--- src/hdl/sac_pkg.sv ---
//////////////////////////////////////////////////////////////////////////////
// What this block does
// - On convert command: hold the sample, start conversion clock, clear approximation register.
// - A started conversion runs to the end; no result is driven meanwhile.
// - Bits are trialled MSB first; kept if DAC sum below input, else cleared.
// - At end of convert: stop clock, back to sample, delay busy fall.
// - Reads are accepted during the acquisition tail before busy falls.
// - Control pins act only with chip enable high and select low.
// - With both active, read_convert high reads and low converts.
// - byte_select sampled at start: low gives 12-bit, high gives 8-bit conversion.
// - Word width high drives all twelve bits; low gives two bytes.
// - Byte read: byte_select low gives eight MSBs, high gives four LSBs.
// - Low byte holds four LSBs in upper nibble, lower nibble zeros.
// - Stand-alone: buffers on while read_convert high and idle or in the acquisition tail; conversion on each fall while idle.
// - Low pulse: outputs float at the fall, valid again after conversion.
// - Busy rises 200 ns after the fall, falls 1 us after data valid.
// - High pulse: data driven while high, floating from the fall onward.
// - Busy rises for a conversion and falls at the end of its cycle.
// - Start commands during a conversion cycle are ignored.
// - Buffers enabled by a read early in the acquisition tail are on at least 0.6 us before busy falls.
// - Bipolar result is offset binary; the comparator decides every code alike.
//////////////////////////////////////////////////////////////////////////////
package sac_pkg;

  // Timing, in nanoseconds and derived cycles.
  localparam int CLK_PERIOD_NS = 4;
  localparam int BUSY_RISE_NS  = 200;
  localparam int BUSY_RISE_CYC = (BUSY_RISE_NS + CLK_PERIOD_NS - 1) / CLK_PERIOD_NS;
  localparam int TAIL_NS       = 1000;
  localparam int TAIL_CYC      = (TAIL_NS + CLK_PERIOD_NS - 1) / CLK_PERIOD_NS;
  localparam int STEP_NS       = 640;
  localparam int STEP_CYC      = STEP_NS / CLK_PERIOD_NS;
  localparam int OE_LEAD_NS    = 600;
  localparam int OE_LEAD_CYC   = (OE_LEAD_NS + CLK_PERIOD_NS - 1) / CLK_PERIOD_NS;
  localparam int TIMER_W       = 8;

  // Result layout.
  localparam int RESULT_W       = 12;
  localparam int NIBBLE_W       = 4;
  localparam int IDX_W          = 4;
  localparam logic [IDX_W-1:0] MSB_IDX        = 4'hb;
  localparam logic [IDX_W-1:0] FULL_LAST_IDX  = 4'h0;
  localparam logic [IDX_W-1:0] SHORT_LAST_IDX = 4'h4;
  localparam logic [RESULT_W-1:0] SAR_MSB_MASK = 12'h800;
  localparam logic [RESULT_W-1:0] BYTE_OE_MASK = 12'hff0;

  // Register map.
  localparam int ADDR_W = 8;
  localparam logic [ADDR_W-1:0] CTRL_OFS   = 8'h00;
  localparam logic [ADDR_W-1:0] STATUS_OFS = 8'h04;
  localparam logic [ADDR_W-1:0] RESULT_OFS = 8'h08;
  localparam int CTRL_PIN_EN_BIT     = 0;
  localparam int CTRL_SOFT_START_BIT = 1;
  localparam int CTRL_SOFT_SHORT_BIT = 2;
  localparam logic CTRL_PIN_EN_RESET = 1'b1;
  localparam int STAT_BUSY_BIT   = 0;
  localparam int STAT_SHORT_BIT  = 1;
  localparam int STAT_ACTIVE_BIT = 2;
  localparam int STAT_STATE_LSB  = 4;

  typedef enum logic [1:0] {
    SAC_IDLE   = 2'b00,
    SAC_SETTLE = 2'b01,
    SAC_TRIAL  = 2'b11,
    SAC_ACQ    = 2'b10
  } sacState_t;

  typedef struct packed {
    logic              psel;
    logic              penable;
    logic              pwrite;
    logic [ADDR_W-1:0] paddr;
    logic [31:0]       pwdata;
  } sacApbReq_t;

  typedef struct packed {
    logic        pready;
    logic        pslverr;
    logic [31:0] prdata;
  } sacApbRsp_t;

  typedef struct packed {
    logic chipEnable;
    logic deviceSelect_n;
    logic readConvert;
    logic wordWidth;
    logic byteSelect;
  } sacPins_t;

endpackage

--- src/hdl/sac_conv_ctrl.sv ---
// Local design decisions: the placing of the registers and the APB interface to the registers.
`timescale 1ns/100ps
module sac_conv_ctrl (
  // Clock and reset
  input  wire logic                          clk,
  input  wire logic                          rst_n,
  // APB slave
  input  wire sac_pkg::sacApbReq_t           apbReq,
  output sac_pkg::sacApbRsp_t                apbRsp,
  // Host control pins
  input  wire sac_pkg::sacPins_t             pins,
  // Result lines, split three-state
  output logic [sac_pkg::RESULT_W-1:0]       resultLines,
  output logic [sac_pkg::RESULT_W-1:0]       resultLinesOe,
  output logic                               conversionBusy,
  // Analog front end
  input  wire logic                          compAbove,
  output logic                               trackHold,
  output logic                               convClockEn,
  output logic [sac_pkg::RESULT_W-1:0]       dacCode
);
  import sac_pkg::*;

  sacState_t           state_q;
  logic [TIMER_W-1:0]  timer_q;
  logic [IDX_W-1:0]    bitIdx_q;
  logic [RESULT_W-1:0] sar_q;
  logic [RESULT_W-1:0] sar_d;
  logic [RESULT_W-1:0] result_q;
  logic                short_q;
  logic                convCmd_q;
  logic                pinEn_q;
  logic                softStart_q;
  logic                softShort_q;
  logic [31:0]         prdata_q;
  logic                slvErr_q;
  logic [RESULT_W-1:0] lines_d;
  logic [RESULT_W-1:0] oe_d;
  logic                pinsActive;
  logic                convCmd;
  logic                readCmd;
  logic                start;
  logic                startShort;
  logic                timerDone;
  logic                lastBit;
  logic                eoc;
  logic                apbSetup;
  logic                apbWrite;

  //////////////////////////////////////////////////////////////////////////////
  // Pin decode.

  assign pinsActive = pinEn_q && pins.chipEnable && !pins.deviceSelect_n;
  assign convCmd    = pinsActive && !pins.readConvert;
  assign readCmd    = pinsActive && pins.readConvert;
  // A start is the moment the convert condition appears, whichever pin made it.
  // A command held low does not retrigger; a new edge is needed.
  assign start      = (state_q == SAC_IDLE)
                      && ((convCmd && !convCmd_q) || softStart_q);
  assign startShort = softStart_q ? softShort_q : pins.byteSelect;

  always_ff @(posedge clk)
  begin
    if (!rst_n)
      convCmd_q <= 1'b0;
    else
      convCmd_q <= convCmd;
  end

  //////////////////////////////////////////////////////////////////////////////
  // Sequencer.

  assign timerDone = (state_q == SAC_SETTLE) ? (timer_q == TIMER_W'(BUSY_RISE_CYC - 1))
                   : (state_q == SAC_TRIAL)  ? (timer_q == TIMER_W'(STEP_CYC - 1))
                   : (timer_q == TIMER_W'(TAIL_CYC - 1));
  assign lastBit   = bitIdx_q == (short_q ? SHORT_LAST_IDX : FULL_LAST_IDX);
  assign eoc       = (state_q == SAC_TRIAL) && timerDone && lastBit;

  always_ff @(posedge clk)
  begin
    if (!rst_n)
    begin
      state_q <= SAC_IDLE;
      timer_q <= '0;
    end
    else
    begin
      case (state_q)
        SAC_IDLE:
        begin
          timer_q <= '0;
          if (start)
            state_q <= SAC_SETTLE;
        end
        SAC_SETTLE:
        begin
          timer_q <= timerDone ? '0 : TIMER_W'(timer_q + 1'b1);
          if (timerDone)
            state_q <= SAC_TRIAL;
        end
        SAC_TRIAL:
        begin
          timer_q <= timerDone ? '0 : TIMER_W'(timer_q + 1'b1);
          if (eoc)
            state_q <= SAC_ACQ;
        end
        SAC_ACQ:
        begin
          timer_q <= timerDone ? '0 : TIMER_W'(timer_q + 1'b1);
          if (timerDone)
            state_q <= SAC_IDLE;
        end
        default:
        begin
          state_q <= SAC_IDLE;
          timer_q <= '0;
        end
      endcase
    end
  end

  // Busy covers the bit trials and the acquisition tail only.
  assign conversionBusy = (state_q == SAC_TRIAL) || (state_q == SAC_ACQ);
  assign trackHold      = (state_q == SAC_SETTLE) || (state_q == SAC_TRIAL);
  assign convClockEn    = trackHold;
  assign dacCode        = sar_q;

  //////////////////////////////////////////////////////////////////////////////
  // Approximation register.

  always_comb
  begin
    sar_d = sar_q;
    if (compAbove)
      sar_d[bitIdx_q] = 1'b0;
    if (!lastBit)
      sar_d[IDX_W'(bitIdx_q - 1'b1)] = 1'b1;
  end

  always_ff @(posedge clk)
  begin
    if (!rst_n)
    begin
      sar_q    <= '0;
      bitIdx_q <= MSB_IDX;
      short_q  <= 1'b0;
      result_q <= '0;
    end
    else
    begin
      if (start)
      begin
        sar_q    <= '0;
        bitIdx_q <= MSB_IDX;
        short_q  <= startShort;
      end
      else if (state_q == SAC_SETTLE && timerDone)
        sar_q <= SAR_MSB_MASK;
      else if (state_q == SAC_TRIAL && timerDone)
      begin
        sar_q <= sar_d;
        if (!lastBit)
          bitIdx_q <= IDX_W'(bitIdx_q - 1'b1);
      end
      if (eoc)
        result_q <= sar_d;
    end
  end

  //////////////////////////////////////////////////////////////////////////////
  // Output buffers. Registered so the lines never glitch while the pins settle,
  // at the cost of one cycle of read latency.

  always_comb
  begin
    lines_d = '0;
    oe_d    = '0;
    // A register start in the same cycle wins, so no stale read outlives it.
    if (readCmd && !start && (state_q == SAC_IDLE || state_q == SAC_ACQ))
    begin
      if (pins.wordWidth)
      begin
        oe_d    = '1;
        lines_d = result_q;
      end
      else if (!pins.byteSelect)
      begin
        oe_d    = BYTE_OE_MASK;
        lines_d = result_q & BYTE_OE_MASK;
      end
      else
      begin
        oe_d    = BYTE_OE_MASK;
        lines_d = {result_q[NIBBLE_W-1:0], {(2 * NIBBLE_W){1'b0}}};
      end
    end
  end

  always_ff @(posedge clk)
  begin
    if (!rst_n)
    begin
      resultLines   <= '0;
      resultLinesOe <= '0;
    end
    else
    begin
      resultLines   <= lines_d;
      resultLinesOe <= oe_d;
    end
  end

  //////////////////////////////////////////////////////////////////////////////
  // APB slave, zero wait states; read data is taken in the setup cycle.

  assign apbSetup = apbReq.psel && !apbReq.penable;
  assign apbWrite = apbReq.psel && apbReq.penable && apbReq.pwrite;

  always_ff @(posedge clk)
  begin
    if (!rst_n)
    begin
      pinEn_q     <= CTRL_PIN_EN_RESET;
      softStart_q <= 1'b0;
      softShort_q <= 1'b0;
    end
    else
    begin
      softStart_q <= 1'b0;
      if (apbWrite && apbReq.paddr == CTRL_OFS)
      begin
        pinEn_q     <= apbReq.pwdata[CTRL_PIN_EN_BIT];
        softStart_q <= apbReq.pwdata[CTRL_SOFT_START_BIT];
        softShort_q <= apbReq.pwdata[CTRL_SOFT_SHORT_BIT];
      end
    end
  end

  always_ff @(posedge clk)
  begin
    if (!rst_n)
    begin
      prdata_q <= '0;
      slvErr_q <= 1'b0;
    end
    else if (apbSetup)
    begin
      prdata_q <= '0;
      slvErr_q <= 1'b0;
      case (apbReq.paddr)
        CTRL_OFS:
        begin
          prdata_q[CTRL_PIN_EN_BIT]     <= pinEn_q;
          prdata_q[CTRL_SOFT_SHORT_BIT] <= softShort_q;
        end
        STATUS_OFS:
        begin
          prdata_q[STAT_BUSY_BIT]                    <= conversionBusy;
          prdata_q[STAT_SHORT_BIT]                   <= short_q;
          prdata_q[STAT_ACTIVE_BIT]                  <= state_q != SAC_IDLE;
          prdata_q[STAT_STATE_LSB+1:STAT_STATE_LSB]  <= state_q;
        end
        RESULT_OFS:
          prdata_q[RESULT_W-1:0] <= result_q;
        default:
          slvErr_q <= 1'b1;
      endcase
    end
  end

  assign apbRsp.pready  = 1'b1;
  assign apbRsp.pslverr = slvErr_q && apbReq.psel && apbReq.penable;
  assign apbRsp.prdata  = prdata_q;

  //////////////////////////////////////////////////////////////////////////////
  // Checks.

  localparam int RiseCyc = BUSY_RISE_CYC;
  localparam int TailCyc = TAIL_CYC;
  localparam int LeadCyc = OE_LEAD_CYC;
endmodule

--- config.mk ---
export PLATFORM = sky130hd
export DESIGN_NAME = sac_conv_ctrl
export DESIGN_NICKNAME = d
export VERILOG_FILES = /design/src/hdl/sac_pkg.sv /design/src/hdl/sac_conv_ctrl.sv
export SDC_FILE = /design/constraint.sdc
export NUM_CORES = 1
export LEC_CHECK = 0
export ABC_AREA = 1
export BUFFER_PORTS_ARGS = -buffer_cell sky130_fd_sc_hd__buf_4
export CORE_MARGIN = 5
export CORE_UTILIZATION = 45
export DETAILED_ROUTE_END_ITERATION = 10
export HOLD_SLACK_MARGIN = 0.05
export PLACE_DENSITY = 0.78
export SLEW_MARGIN = 20
export SYNTH_ARGS = -nofsm -noshare
export SYNTH_HDL_FRONTEND = slang
export SYNTH_SLANG_ARGS = --single-unit
export TNS_END_PERCENT = 100
--- constraint.sdc ---
create_clock -name clk -period 1.9 [get_ports clk]
set_input_delay 0 -clock clk [delete_from_list [all_inputs] [get_ports clk]]
set_output_delay 0 -clock clk [all_outputs]
set_load 0.02 [all_outputs]
# Word-level counts from Yosys, hierarchy flattened
# Index checks and enable logic that the tools add are counted.
dict set report op_classes {
  add_sub_neg 2
  multipliers 0
  div 0
  n_lt_le_gt_ge 4
  eq_ne 13
  n_shift 0
  n_mux 29
  bitwise 6
  reduce_logical 40
}
# operator count
set ops {}
lappend ops {{$mux 12} 6}
lappend ops {{$logic_and 1x1->1} 19}
lappend ops {{$eq 8x8->1 const B} 2}
lappend ops {{$pmux 8 s2} 1}
lappend ops {{$and 12x12->12} 1}
lappend ops {{$not 12->12} 1}
lappend ops {{$or 12x12->12} 1}
lappend ops {{$lt 4x5->1 const B} 2}
lappend ops {{$reduce_or 3->1} 3}
lappend ops {{$add 8x1->8 const B} 1}
lappend ops {{$demux 1 s4} 2}
lappend ops {{$eq 8x3->1 const B} 1}
lappend ops {{$eq 8x4->1 const B} 1}
lappend ops {{$eq 8x6->1 const B} 1}
lappend ops {{$ge 4x1->1 const B} 2}
lappend ops {{$logic_not 8->1} 1}
lappend ops {{$mux 2} 4}
lappend ops {{$mux 8} 1}
lappend ops {{$ne 2x2->1 const B} 4}
lappend ops {{$pmux 2 s4} 1}
lappend ops {{$mux 1} 7}
lappend ops {{$mux 6} 1}
lappend ops {{$pmux 1 s3} 2}
lappend ops {{$logic_not 1->1} 5}
lappend ops {{16 further kinds} 24}
dict set report totals {
  reg_bits 80
  latchBits 0
  mem_bits_rw 0
  mem_bits_ro 0
  input_bits 51
  output_inout_bits 73
  memories 0
}

# Longest topological paths before layout
# Gate-level depths: netlist of run 1.
dict set report logic_depth {
  word_depth 11
  ltp_mapped 13
  depth_no_buf 12
}

# Worst setup path before layout of run 1
# OpenSTA, ideal clock, no wires.
dict set report synth_timing {
  path_type {reg2reg}
  from {register bitIdx_q[0]}
  to {register result_q[0]}
  setup_time_ns 0.064
  arrival_ns 1.640
  slack_ns 0.196
  stages_incl_launch_ff 11
  n_path_buf 1
  synth_period_minus_slack_ns 1.704
  path_cell_list {dfxtp_1 inv_1 ha_1 clkbuf_1 xnor2_1 nand3_1 o21ai_0 inv_1 nand2_1 nand2_1 nor2_1}
}
dict set report synth_between {
  elab_chain_len 9
  elab_cells_between_ends 18
  classes_between {add/sub: 1; order compare: 4; eq/ne: 1; mux: 6; bitwise: 3; reduce/logical: 3}
}
# item line
set synth_lines {}
lappend synth_lines {{start: declaration} sac_conv_ctrl.sv:26} ;# logic [IDX_W-1:0] bitIdx_q;
lappend synth_lines {{start signal: assignment} sac_conv_ctrl.sv:163} ;# bitIdx_q <= IDX_W'(bitIdx_q - 1'b1);
lappend synth_lines {{parallel branches: the longest is 9 deep, another holds $lt 4x5->1} n/a}
lappend synth_lines {{end signal: assignment} sac_conv_ctrl.sv:166} ;# result_q <= sar_d;
lappend synth_lines {{end: declaration} sac_conv_ctrl.sv:29} ;# logic [RESULT_W-1:0] result_q;
# Parallel ways; which one is timed is not known.
# A chain may end at the register's enable or synchronous reset.

# Worst setup path in the final report of run 1
dict set report layout_timing {
  from {register bitIdx_q[1]}
  to {register result_q[0]}
}
# Same word-level chain as after synthesis.

==> flow_summary_export.csv, run 1 <==
group,metric,value,unit
outcome,status,"finished clean",
global_route,overflow,0,
floorplanning,start_util,46.8,%
sta,rsz0062_at_grt,"no",
global_route,grt_pass1_vias,3314,
clock_network,cts-root-buf,"clkbuf_8",
logic_synthesis,syn_inst,549,
worst_setup_path,worstSetupStartpointType,"flip-flop",
worst_setup_path,critPathCaptureType,"flip-flop",
floorplanning,fp-row-count,32,
floorplanning,die-area,10000,µm²
sta,finalMaxSlewViolations,0,
placement,place_hpwl,6.49,mm
route,vias_per_cell,4.72,
clock_network,clk_path_buf_depth,2,
route,wl_per_cell,11.6,µm
logic_synthesis,yosysWarnings,0,
floorplanning,die_h,100,µm
power,max-vdd-ir-drop,0.289,mV
route,drt_pre_antenna_iters,6,
logic_synthesis,yosysTopAreaCell,"dfxtp_1",
clock_network,clk_latency,0.35,ns
worst_setup_path,timing.rr.end,"result_q[0]",
finish,nets,682,
clock_network,cts_max_level,3,
worst_setup_path,max_stage_delay,0.40,ns
sta,finalCritPeriodShare,93.8,%
sta,max_freq,0.561,GHz
logic_synthesis,ys_ff_latch,70,
global_route,grt_pass1_wl,14.3,mm
logic_synthesis,synth.area.top_cells,"dfxtp_1 38%, nand2_1 14%, nor2_1 9.6%, buf_4 7.4%, inv_1 6.8%",
worst_setup_path,path_cells,"inv_1 -> ha_1 -> buf_4 -> xnor2_1 -> nand3_1 -> o21ai_0 -> inv_1 -> nand2_1 -> nand2_1 -> nor2_1",
floorplanning,coreArea,7810,µm²
logic_synthesis,yosys.area.top_type_share,38.3,%
placement,post_dp_cell_area,4170,µm²
global_route,antenna_found_initial,0,
sta,fin_skew,0.0111,ns
floorplanning,die_w,100,µm
global_route,grtUsageTotal,17.2,%
logic_synthesis,yosysSeqAreaShare,38.3,%
global_route,grt_max_degree,22,
logic_synthesis,synth_cell_type_count,31,
placement,io_buffers,73,
worst_hold_path,holdPathEnd,"prdata_q[0]",
finish,antennaDiodeCount,0,
route,finalWirelength,8.53,mm
finish,instances_no_fill,733,
route,drc_errors,0,
logic_synthesis,syn_area_per_cell,6.66,µm²
placement,place_congestion,0.908,
worst_setup_path,crit_family,"flip-flops",
clock_network,cts_tree,"done",
worst_setup_path,required,2.19,ns
worst_setup_path,ff2ff_path_depth,10,
logic_synthesis,syn_area,3650,µm²
finish,synthToLayoutAreaGrowth,22.9,%
worst_setup_path,cp_num_buf_inv,3,
clock_network,clkTransAtPathRegs,0.08,ns
power,power_density,781,nW/µm²
sta,fin_crit,1.78,ns
finish,drive_gt1_share,18.2,%
worst_setup_path,crit_path_top_delay_cell,"dfxtp_1",
power,total_leakage_power,2.18,nW
clock_network,cts_num_sinks,70,
worst_setup_path,path_max_fanout,5,
job,maxCapViolations,0,
floorplanning,top_level_ports,124,
worst_hold_path,hp-start,"apbReq[35]",
placement,place_inst,706,
worst_setup_path,regToRegStartpoint,"bitIdx_q[1]",
sta,finalSetupViolations,0,
route,drtAntennaViolNets,0,
worst_setup_path,crit_type,"flip-flop to flip-flop",
worst_setup_path,ff2ff_setup_slack,0.12,ns
clock_network,cts_buffers,9,
worst_hold_path,whs_path_depth,6,
sta,setup_tns,0,ns
worst_setup_path,arrival,2.07,ns
sta,final-hold-violation-count,0,
route,vias,3460,
worst_hold_path,min_path_type,"primary input to flip-flop",
finish,fin_area,4490,µm²
route,drtIter0Drc,200,
-- power breakdown --
group | leakage [nW] | switching, mW | internal [mW]
Sequential | 0.566 | 0.0633 | 1.51
Combinational | 1.51 | 0.440 | 0.236
Clock | 0.103 | 0.634 | 0.627
Total | 2.18 | 1.14 | 2.37
-- cell usage after synthesis --
master    count
a21oi_1      20
and3_1        1
buf_2         3
buf_4        36
buf_6         1
clkbuf_1      9
clkinv_2      1
conb_1        2
dfxtp_1      70
ha_1          5
inv_1        66
inv_2         2
nand2_1     134
nand2_2       1
nand2_4       1
nand3_1      34
nand3_2       1
nand3b_1      1
nand4_1       7
nand4_4       1
nor2_1       93
nor2_4        3
nor3_1        5
nor3b_1       5
nor4_1        2
o211ai_1      1
o21a_1        4
o21ai_0      34
o22ai_1       2
xnor2_1       1
xor2_1        3
-- metal layers --
layer  part of all wire (%)  up-vias  wire, µm  GRT usage (%)
met5                      0        -         0              0
met4                    1.0        0        85           7.67
met3                    8.0        8       683           4.52
met2                     46      116      3910           28.3
met1                     45     1526      3850           21.2
li1                       -     1810         -              -
-- metrics by stage --
step,hold slack [ns],setup slack (ns),util [%],power [mW]
2_1_floorplan,0.0781,0.196,-,2.14
3_3_place_gp,0.180,0.128,53.5,2.24
3_5_place_dp,0.194,0.112,53.5,2.26
4_1_cts,0.0702,0.0908,57.4,3.53
5_1_grt,0.111,0.00481,57.5,3.69
6_report,0.0947,0.118,57.5,3.51
-- state kept, by name, summed over array words and instances, names as in the netlist, 2 cells and up --
name / count
bitIdx_q: 4
prdata_q: 12
timer_q: 8
dacCode: 12
result_q: 12
resultLines: 12
state_q: 2
resultLinesOe: 2
-- kinds of logic (layout without fill, tap and decap cells) --
kind of cell / Yosys count / after routing / synth area share (%)
other cells: 2 / 21 / 0.205
simple gates: 289 / 290 / 33.9
buf+inv: 118 / 180 / 16.2
xor+xnor: 4 / 4 / 0.959
fa+ha+maj: 5 / 5 / 1.71
compound gates: 61 / 61 / 8.76
flops: 70 / 70 / 38.3
-- cell usage in the layout (no fill, tap or decap), drive strengths merged, types with 8 or more instances in the layout --
master / Yosys / layout
inv: 68 / 72
conb: 2 / 21
clkbuf: 9 / 9
nand3: 35 / 35
buf: 40 / 85
dlygate4sd3: 0 / 10
dfxtp: 70 / 70
nand4: 8 / 8
o21ai: 34 / 34
a21oi: 20 / 20
nor2: 96 / 97
nand2: 136 / 136
-- worst max path at each step --
| stage | from | endpoint | slack, ns | cells after the start |
|---|---|---|---|---|
| global route | state_q[0] | dacCode[8] | 0.005 | 10 |
| detailed placement | state_q[0] | dacCode[2] | 0.11 | 10 |
| CTS | bitIdx_q[1] | result_q[5] | 0.09 | 10 |
| global placement | bitIdx_q[1] | result_q[0] | 0.13 | 10 |
| finish | bitIdx_q[1] | result_q[0] | 0.12 | 10 |
| floorplan | bitIdx_q[0] | result_q[0] | 0.20 | 10 |
-- worst reg2reg max path, cell delays in order (launching register included) --
cell,delay [ns]
dfxtp_1,0.40
inv_1,0.08
ha_1,0.21
buf_4,0.17
xnor2_1,0.17
nand3_1,0.13
o21ai_0,0.29
inv_1,0.09
nand2_1,0.07
nand2_1,0.04
nor2_1,0.07
-- cell type report --
type,instances,area [µm²]
clock buffer,9,124
clock inverter,7,80.1
fill,737,3310
inverter,69,260
multi-input combinational,381,1740
sequential,70,1400
tap,102,128
timing repair buffer,95,754
-- timing repair --
action	CTS	global route
setup endpoints to repair	0	23
gates resized for setup	0	5
hold buffers	10	0
endpoints found under the hold margin	31	0
buffers inserted	0	0
Power figures use the tool's default switching activity.
==> run 2, diff against run 1 <==
- PLACE_DENSITY: 0.78 -> 0.72
- SETUP_SLACK_MARGIN: unset -> 0.2
==> flow_summary_export.csv, run 2 (same netlist as run 1, synthesis figures left out) <==
group,metric,value,unit
route,drtIter0Drc,215,
sta,max_slew_margin,59.5,%
sta,setup_ws,0.263,ns
sta,finalHoldWorstSlack,0.0572,ns
worst_setup_path,cp_num_buf_inv,4,
global_route,overflow,0,
clock_network,cts_buffers,9,
power,switchingPower,1.19,mW
worst_setup_path,worstSetupStartpointType,"primary input",
power,total_leakage_power,2.27,nW
worst_setup_path,path_cells,"dlygate4sd3_1 -> buf_4 -> nand2_1 -> dlygate4sd3_1 -> nor2_1 -> dlygate4sd3_1",
clock_network,cts_max_level,3,
worst_setup_path,crit_type,"primary input to flip-flop",
sta,fin_crit,1.64,ns
route,wl_per_cell,12.4,µm
clock_network,clkTransAtPathRegs,0.08,ns
sta,finalCritPeriodShare,86.2,%
clock_network,clk_latency,0.36,ns
clock_network,cts_num_sinks,70,
power,power_density,789,nW/µm²
finish,drive_gt1_share,23.5,%
placement,post_dp_cell_area,4150,µm²
power,combPwrFrac,20.5,%
worst_setup_path,arrival,1.88,ns
sta,setup_tns,0,ns
outcome,status,"finished clean",
finish,fillers,704,
clock_network,cts_tree,"done",
floorplanning,start_util,46.8,%
finish,mostFrequentLayoutCell,"nand2_1",
floorplanning,coreArea,7810,µm²
finish,antennaDiodeCount,0,
placement,post-place-ws,-0.0626,ns
worst_setup_path,crit_path_top_delay_cell,"dlygate4sd3_1",
finish,instances_no_fill,740,
placement,place_inst,703,
route,met2WireLength,4.30,mm
finish,final_cell_mix,"124 x nand2_1, 91 x nor2_1, 87 x buf_4",
power,seqPwrFrac,42.3,%
worst_hold_path,whs_path_depth,3,
sta,final-hold-violation-count,0,
clock_network,cts-root-buf,"clkbuf_8",
worst_hold_path,hp-start,"apbReq[40]",
power,max-vdd-ir-drop,0.350,mV
floorplanning,die-area,10000,µm²
finish,nets,689,
sta,tightest_slew,0.601,ns
worst_setup_path,cp_common_cell,"dlygate4sd3_1",
power,p_int,2.55,mW
route,wl_met3,711,µm
worst_setup_path,ff2ff_path_depth,9,
sta,finalSetupViolations,0,
worst_setup_path,ff2ff_setup_slack,0.27,ns
route,vias,3596,
route,vias_per_cell,4.86,
global_route,grt_max_degree,17,
floorplanning,fp-row-count,32,
sta,rsz0062_at_grt,"yes",
route,dr.max_layer_used,"met4",
worst_setup_path,critPathCaptureType,"flip-flop",
finish,post-route-util,60.8,%
route,drtAntennaViolNets,0,
finish,fin_area,4750,µm²
placement,place_congestion,0.920,
route,drt_pre_antenna_iters,5,
route,drc_errors,0,
sta,max_freq,0.611,GHz
power,power,3.75,mW
placement,io_buffers,73,
global_route,grt_pass1_wl,14.6,mm
worst_setup_path,max_stage_delay,0.55,ns
worst_setup_path,timing.rr.end,"result_q[3]",
worst_setup_path,required,2.15,ns
placement,place_hpwl,6.58,mm
job,maxCapViolations,0,
route,m1WireLength,3.87,mm
sta,finalMaxSlewViolations,0,
global_route,grt_pass1_vias,3235,
power,netSwitchingFraction,31.9,%
global_route,grtUsageTotal,17.6,%
sta,fin_skew,0.0108,ns
floorplanning,die_w,100,µm
worst_setup_path,path_max_fanout,6,
worst_setup_path,cp.depth,6,
route,finalWirelength,9.20,mm
floorplanning,die_h,100,µm
finish,synthToLayoutAreaGrowth,30.0,%
worst_setup_path,regToRegStartpoint,"bitIdx_q[0]",
clock_network,clk_path_buf_depth,2,
worst_hold_path,min_path_type,"primary input to flip-flop",
worst_hold_path,holdPathEnd,"softShort_q",
floorplanning,top_level_ports,124,
global_route,antenna_found_initial,0,
worst_setup_path,crit_family,"buffers and inverters",
power,power.share.clock,37.2,%
[run 2: cell types whose count changed in the layout (fill, tap and decap cells not counted), moves of 3 or more]
cell,change
nand2_2,+6
nand2_1,-9
buf_4,+4
dfxtp_1,-7
dfxtp_2,+3
dfxtp_4,+4
nand2_4,+3
nand3_1,-3
buf_6,+3
[run 2: metal layers]
layer	up-vias	track usage (%)
li1	1825	-
met1	1594	21.8
met2	149	28.3
met3	28	2.99
met4	0	11.1
met5	-	0
[run 2: repair_timing]
| item | 4_1_cts | 5_1_grt |
|---|---|---|
| resized for setup | 14 | 45 |
| setup endpoints to repair | 29 | 51 |
| buffers inserted | 2 | 7 |
| hold buffers | 11 | 0 |
| hold endpoints to repair | 31 | 0 |
| cloned | 0 | 1 |
| pin swaps | 2 | 15 |
[run 2: worst max path at each step]
stage                startpoint          end
detailed placement   state_q[0]   dacCode[7]
global route        bitIdx_q[2]  bitIdx_q[2]
floorplan           bitIdx_q[0]  result_q[0]
CTS                  state_q[1]   dacCode[7]
finish                    rst_n  softStart_q
global placement     state_q[0]  dacCode[10]
[run 2: cell type report]
type / count / area, µm² / share of cell area [%]
multi-input cells: 380 / 1880 / 39.6
flip-flops and latches: 70 / 1420 / 30.0
repair buffers: 103 / 826 / 17.4
inverters: 69 / 265 / 5.58
well taps: 102 / 128 / 2.69
clock buffers: 9 / 124 / 2.61
clock inverters: 7 / 104 / 2.19
[run 2: power by group through the flow]
stage | Clock [mW] | Combinational, mW | Sequential (mW)
global placement | 0 | 0.648 | 1.60
CTS | 1.40 | 0.674 | 1.57
floorplan | 0 | 0.559 | 1.58
detailed placement | 0 | 0.654 | 1.60
global route | 1.47 | 0.843 | 1.59
finish | 1.39 | 0.768 | 1.59
[run 2: tightest hold or removal path, cell delays in order]
cell and delay [ns]:
buf_4 0.10, nand4_1 0.16, o21a_1 0.13
==> run 3, diff against run 2 <==
- BUFFER_PORTS_ARGS: -buffer_cell sky130_fd_sc_hd__buf_4 -> unset
- DONT_BUFFER_PORTS: unset -> 1
- PLACE_DENSITY: 0.72 -> 0.59
- clock period: 1.9 -> 2 ns (I/O delays scaled with it)
==> flow_summary_export.csv, run 3 (same netlist as run 1, synthesis figures left out) <==
group,metric,value,unit
outcome,status,"finished clean",
global_route,antenna_found_initial,0,
worst_setup_path,ff2ff_path_depth,4,
global_route,overflow,0,
clock_network,cts_tree,"done",
sta,max_slew_margin,45.8,%
worst_hold_path,hp-start,"apbReq[34]",
route,drtIter0Drc,152,
clock_network,clkTransAtPathRegs,0.08,ns
finish,synthToLayoutAreaGrowth,14.1,%
worst_setup_path,worstSetupStartpointType,"flip-flop",
sta,finalCritPeriodShare,87.4,%
sta,tightest_slew,0.816,ns
placement,place_hpwl,6.45,mm
finish,fillers,769,
global_route,grt_pass1_wl,14.4,mm
global_route,grt_pass1_vias,3063,
placement,io_buffers,0,
sta,max_freq,0.572,GHz
finish,nets,618,
floorplanning,start_util,46.8,%
finish,multi_input_area,1800,µm²
clock_network,cts-root-buf,"clkbuf_8",
worst_setup_path,regToRegStartpoint,"slvErr_q",
finish,mostFrequentLayoutCell,"nand2_1",
finish,post-route-util,53.4,%
sta,rsz0062_at_grt,"no",
clock_network,cts_buffers,9,
worst_setup_path,arrival,1.98,ns
power,max-vdd-ir-drop,0.394,mV
placement,place_congestion,0.964,
floorplanning,top_level_ports,124,
global_route,grtUsageTotal,17.5,%
sta,final-hold-violation-count,0,
worst_hold_path,min_path_type,"primary input to flip-flop",
route,drc_errors,0,
floorplanning,coreArea,7810,µm²
worst_setup_path,worstSetupStartpoint,"slvErr_q",
clock_network,cts_num_sinks,70,
power,total_leakage_power,1.88,nW
route,vias,3240,
floorplanning,fp-row-count,32,
finish,drive_gt1_share,9.70,%
worst_setup_path,critPathCaptureType,"flip-flop",
clock_network,clk_latency,0.35,ns
clock_network,clk_path_buf_depth,2,
route,drt_pre_antenna_iters,5,
clock_network,cts_max_level,3,
floorplanning,die_h,100,µm
worst_setup_path,crit_type,"flip-flop to flip-flop",
placement,post-place-ws,0.0346,ns
global_route,grt_max_degree,18,
power,power_density,862,nW/µm²
finish,regArea,1420,µm²
worst_setup_path,path_max_fanout,2,
floorplanning,die-area,10000,µm²
sta,setup_ws,0.252,ns
worst_setup_path,required,2.23,ns
finish,final_cell_mix,"131 x nand2_1, 91 x nor2_1, 64 x inv_1",
placement,place_inst,628,
power,power,3.60,mW
route,vias_per_cell,4.84,
sta,setup_tns,0,ns
route,drtAntennaViolNets,0,
worst_hold_path,whs_path_depth,5,
sta,finalSetupViolations,0,
route,wl_per_cell,12.9,µm
route,finalWirelength,8.65,mm
sta,finalMaxSlewViolations,0,
sta,fin_skew,0.00958,ns
sta,fin_crit,1.75,ns
job,maxCapViolations,0,
floorplanning,die_w,100,µm
finish,instances_no_fill,669,
finish,antennaDiodeCount,0,
## run 3: cell types whose count changed in the layout (fill, tap and decap cells not counted), sizes merged, moves of 2 or more
cell	before	now
dlygate4sd3	10	22
buf	92	9
inv	71	69
bufinv	2	4
## run 3: worst paths after layout
path | to | slack [ns]
max | slvErr_q | 0.25
min | prdata_q[2] | 0.06
max reg2reg | slvErr_q | 0.25
min reg2reg | resultLines[6] | 0.47
## run 3: critical path, stage by stage (launching register included)
cell and delay (ns):
dfxtp_2 0.33, o21ai_1 0.13, dlygate4sd3_1 0.57, a21oi_1 0.05, dlygate4sd3_1 0.56
## run 3: timing repair
action	in CTS	in global routing
setup buffers	0	2
endpoints found under the hold margin	52	0
hold buffers	22	0
gates resized for setup	9	17
pin swaps	0	4
setup endpoints to repair	40	39
gates cloned	0	1
## run 3: layout make-up
| type | count | area share [%] |
|---|---|---|
| Clock inverter | 7 | 3.48 |
| Tap cell | 102 | 3.06 |
| Sequential cell | 70 | 33.9 |
| Multi-Input combinational cell | 381 | 43.1 |
| Clock buffer | 9 | 2.97 |
| Inverter | 69 | 6.24 |
| Timing Repair Buffer | 31 | 7.20 |
## run 3: metrics by stage
step	cell area, µm²	hold slack [ns]
final	4170	0.0636
after global routing	4170	0.0950
after CTS	4100	0.0511
after detailed placement	3590	0.0858
after global placement	3590	0.0861
after floorplan	3730	0.0781
## run 3: routing by layer
metal | GRT usage, % | vias up | share of wire [%]
li1 | - | 1685 | -
met1 | 21.1 | 1459 | 44
met2 | 29.6 | 86 | 48
met3 | 5.70 | 10 | 7.4
met4 | 4.87 | 0 | 0.90
met5 | 0 | - | 0
## run 3: where the power goes
part / internal, mW / switching (mW) / leakage, nW / total [mW]
Combinational: 0.157 / 0.362 / 1.19 / 0.519
Clock: 0.961 / 0.581 / 0.130 / 1.54
Sequential: 1.44 / 0.0943 / 0.567 / 1.53
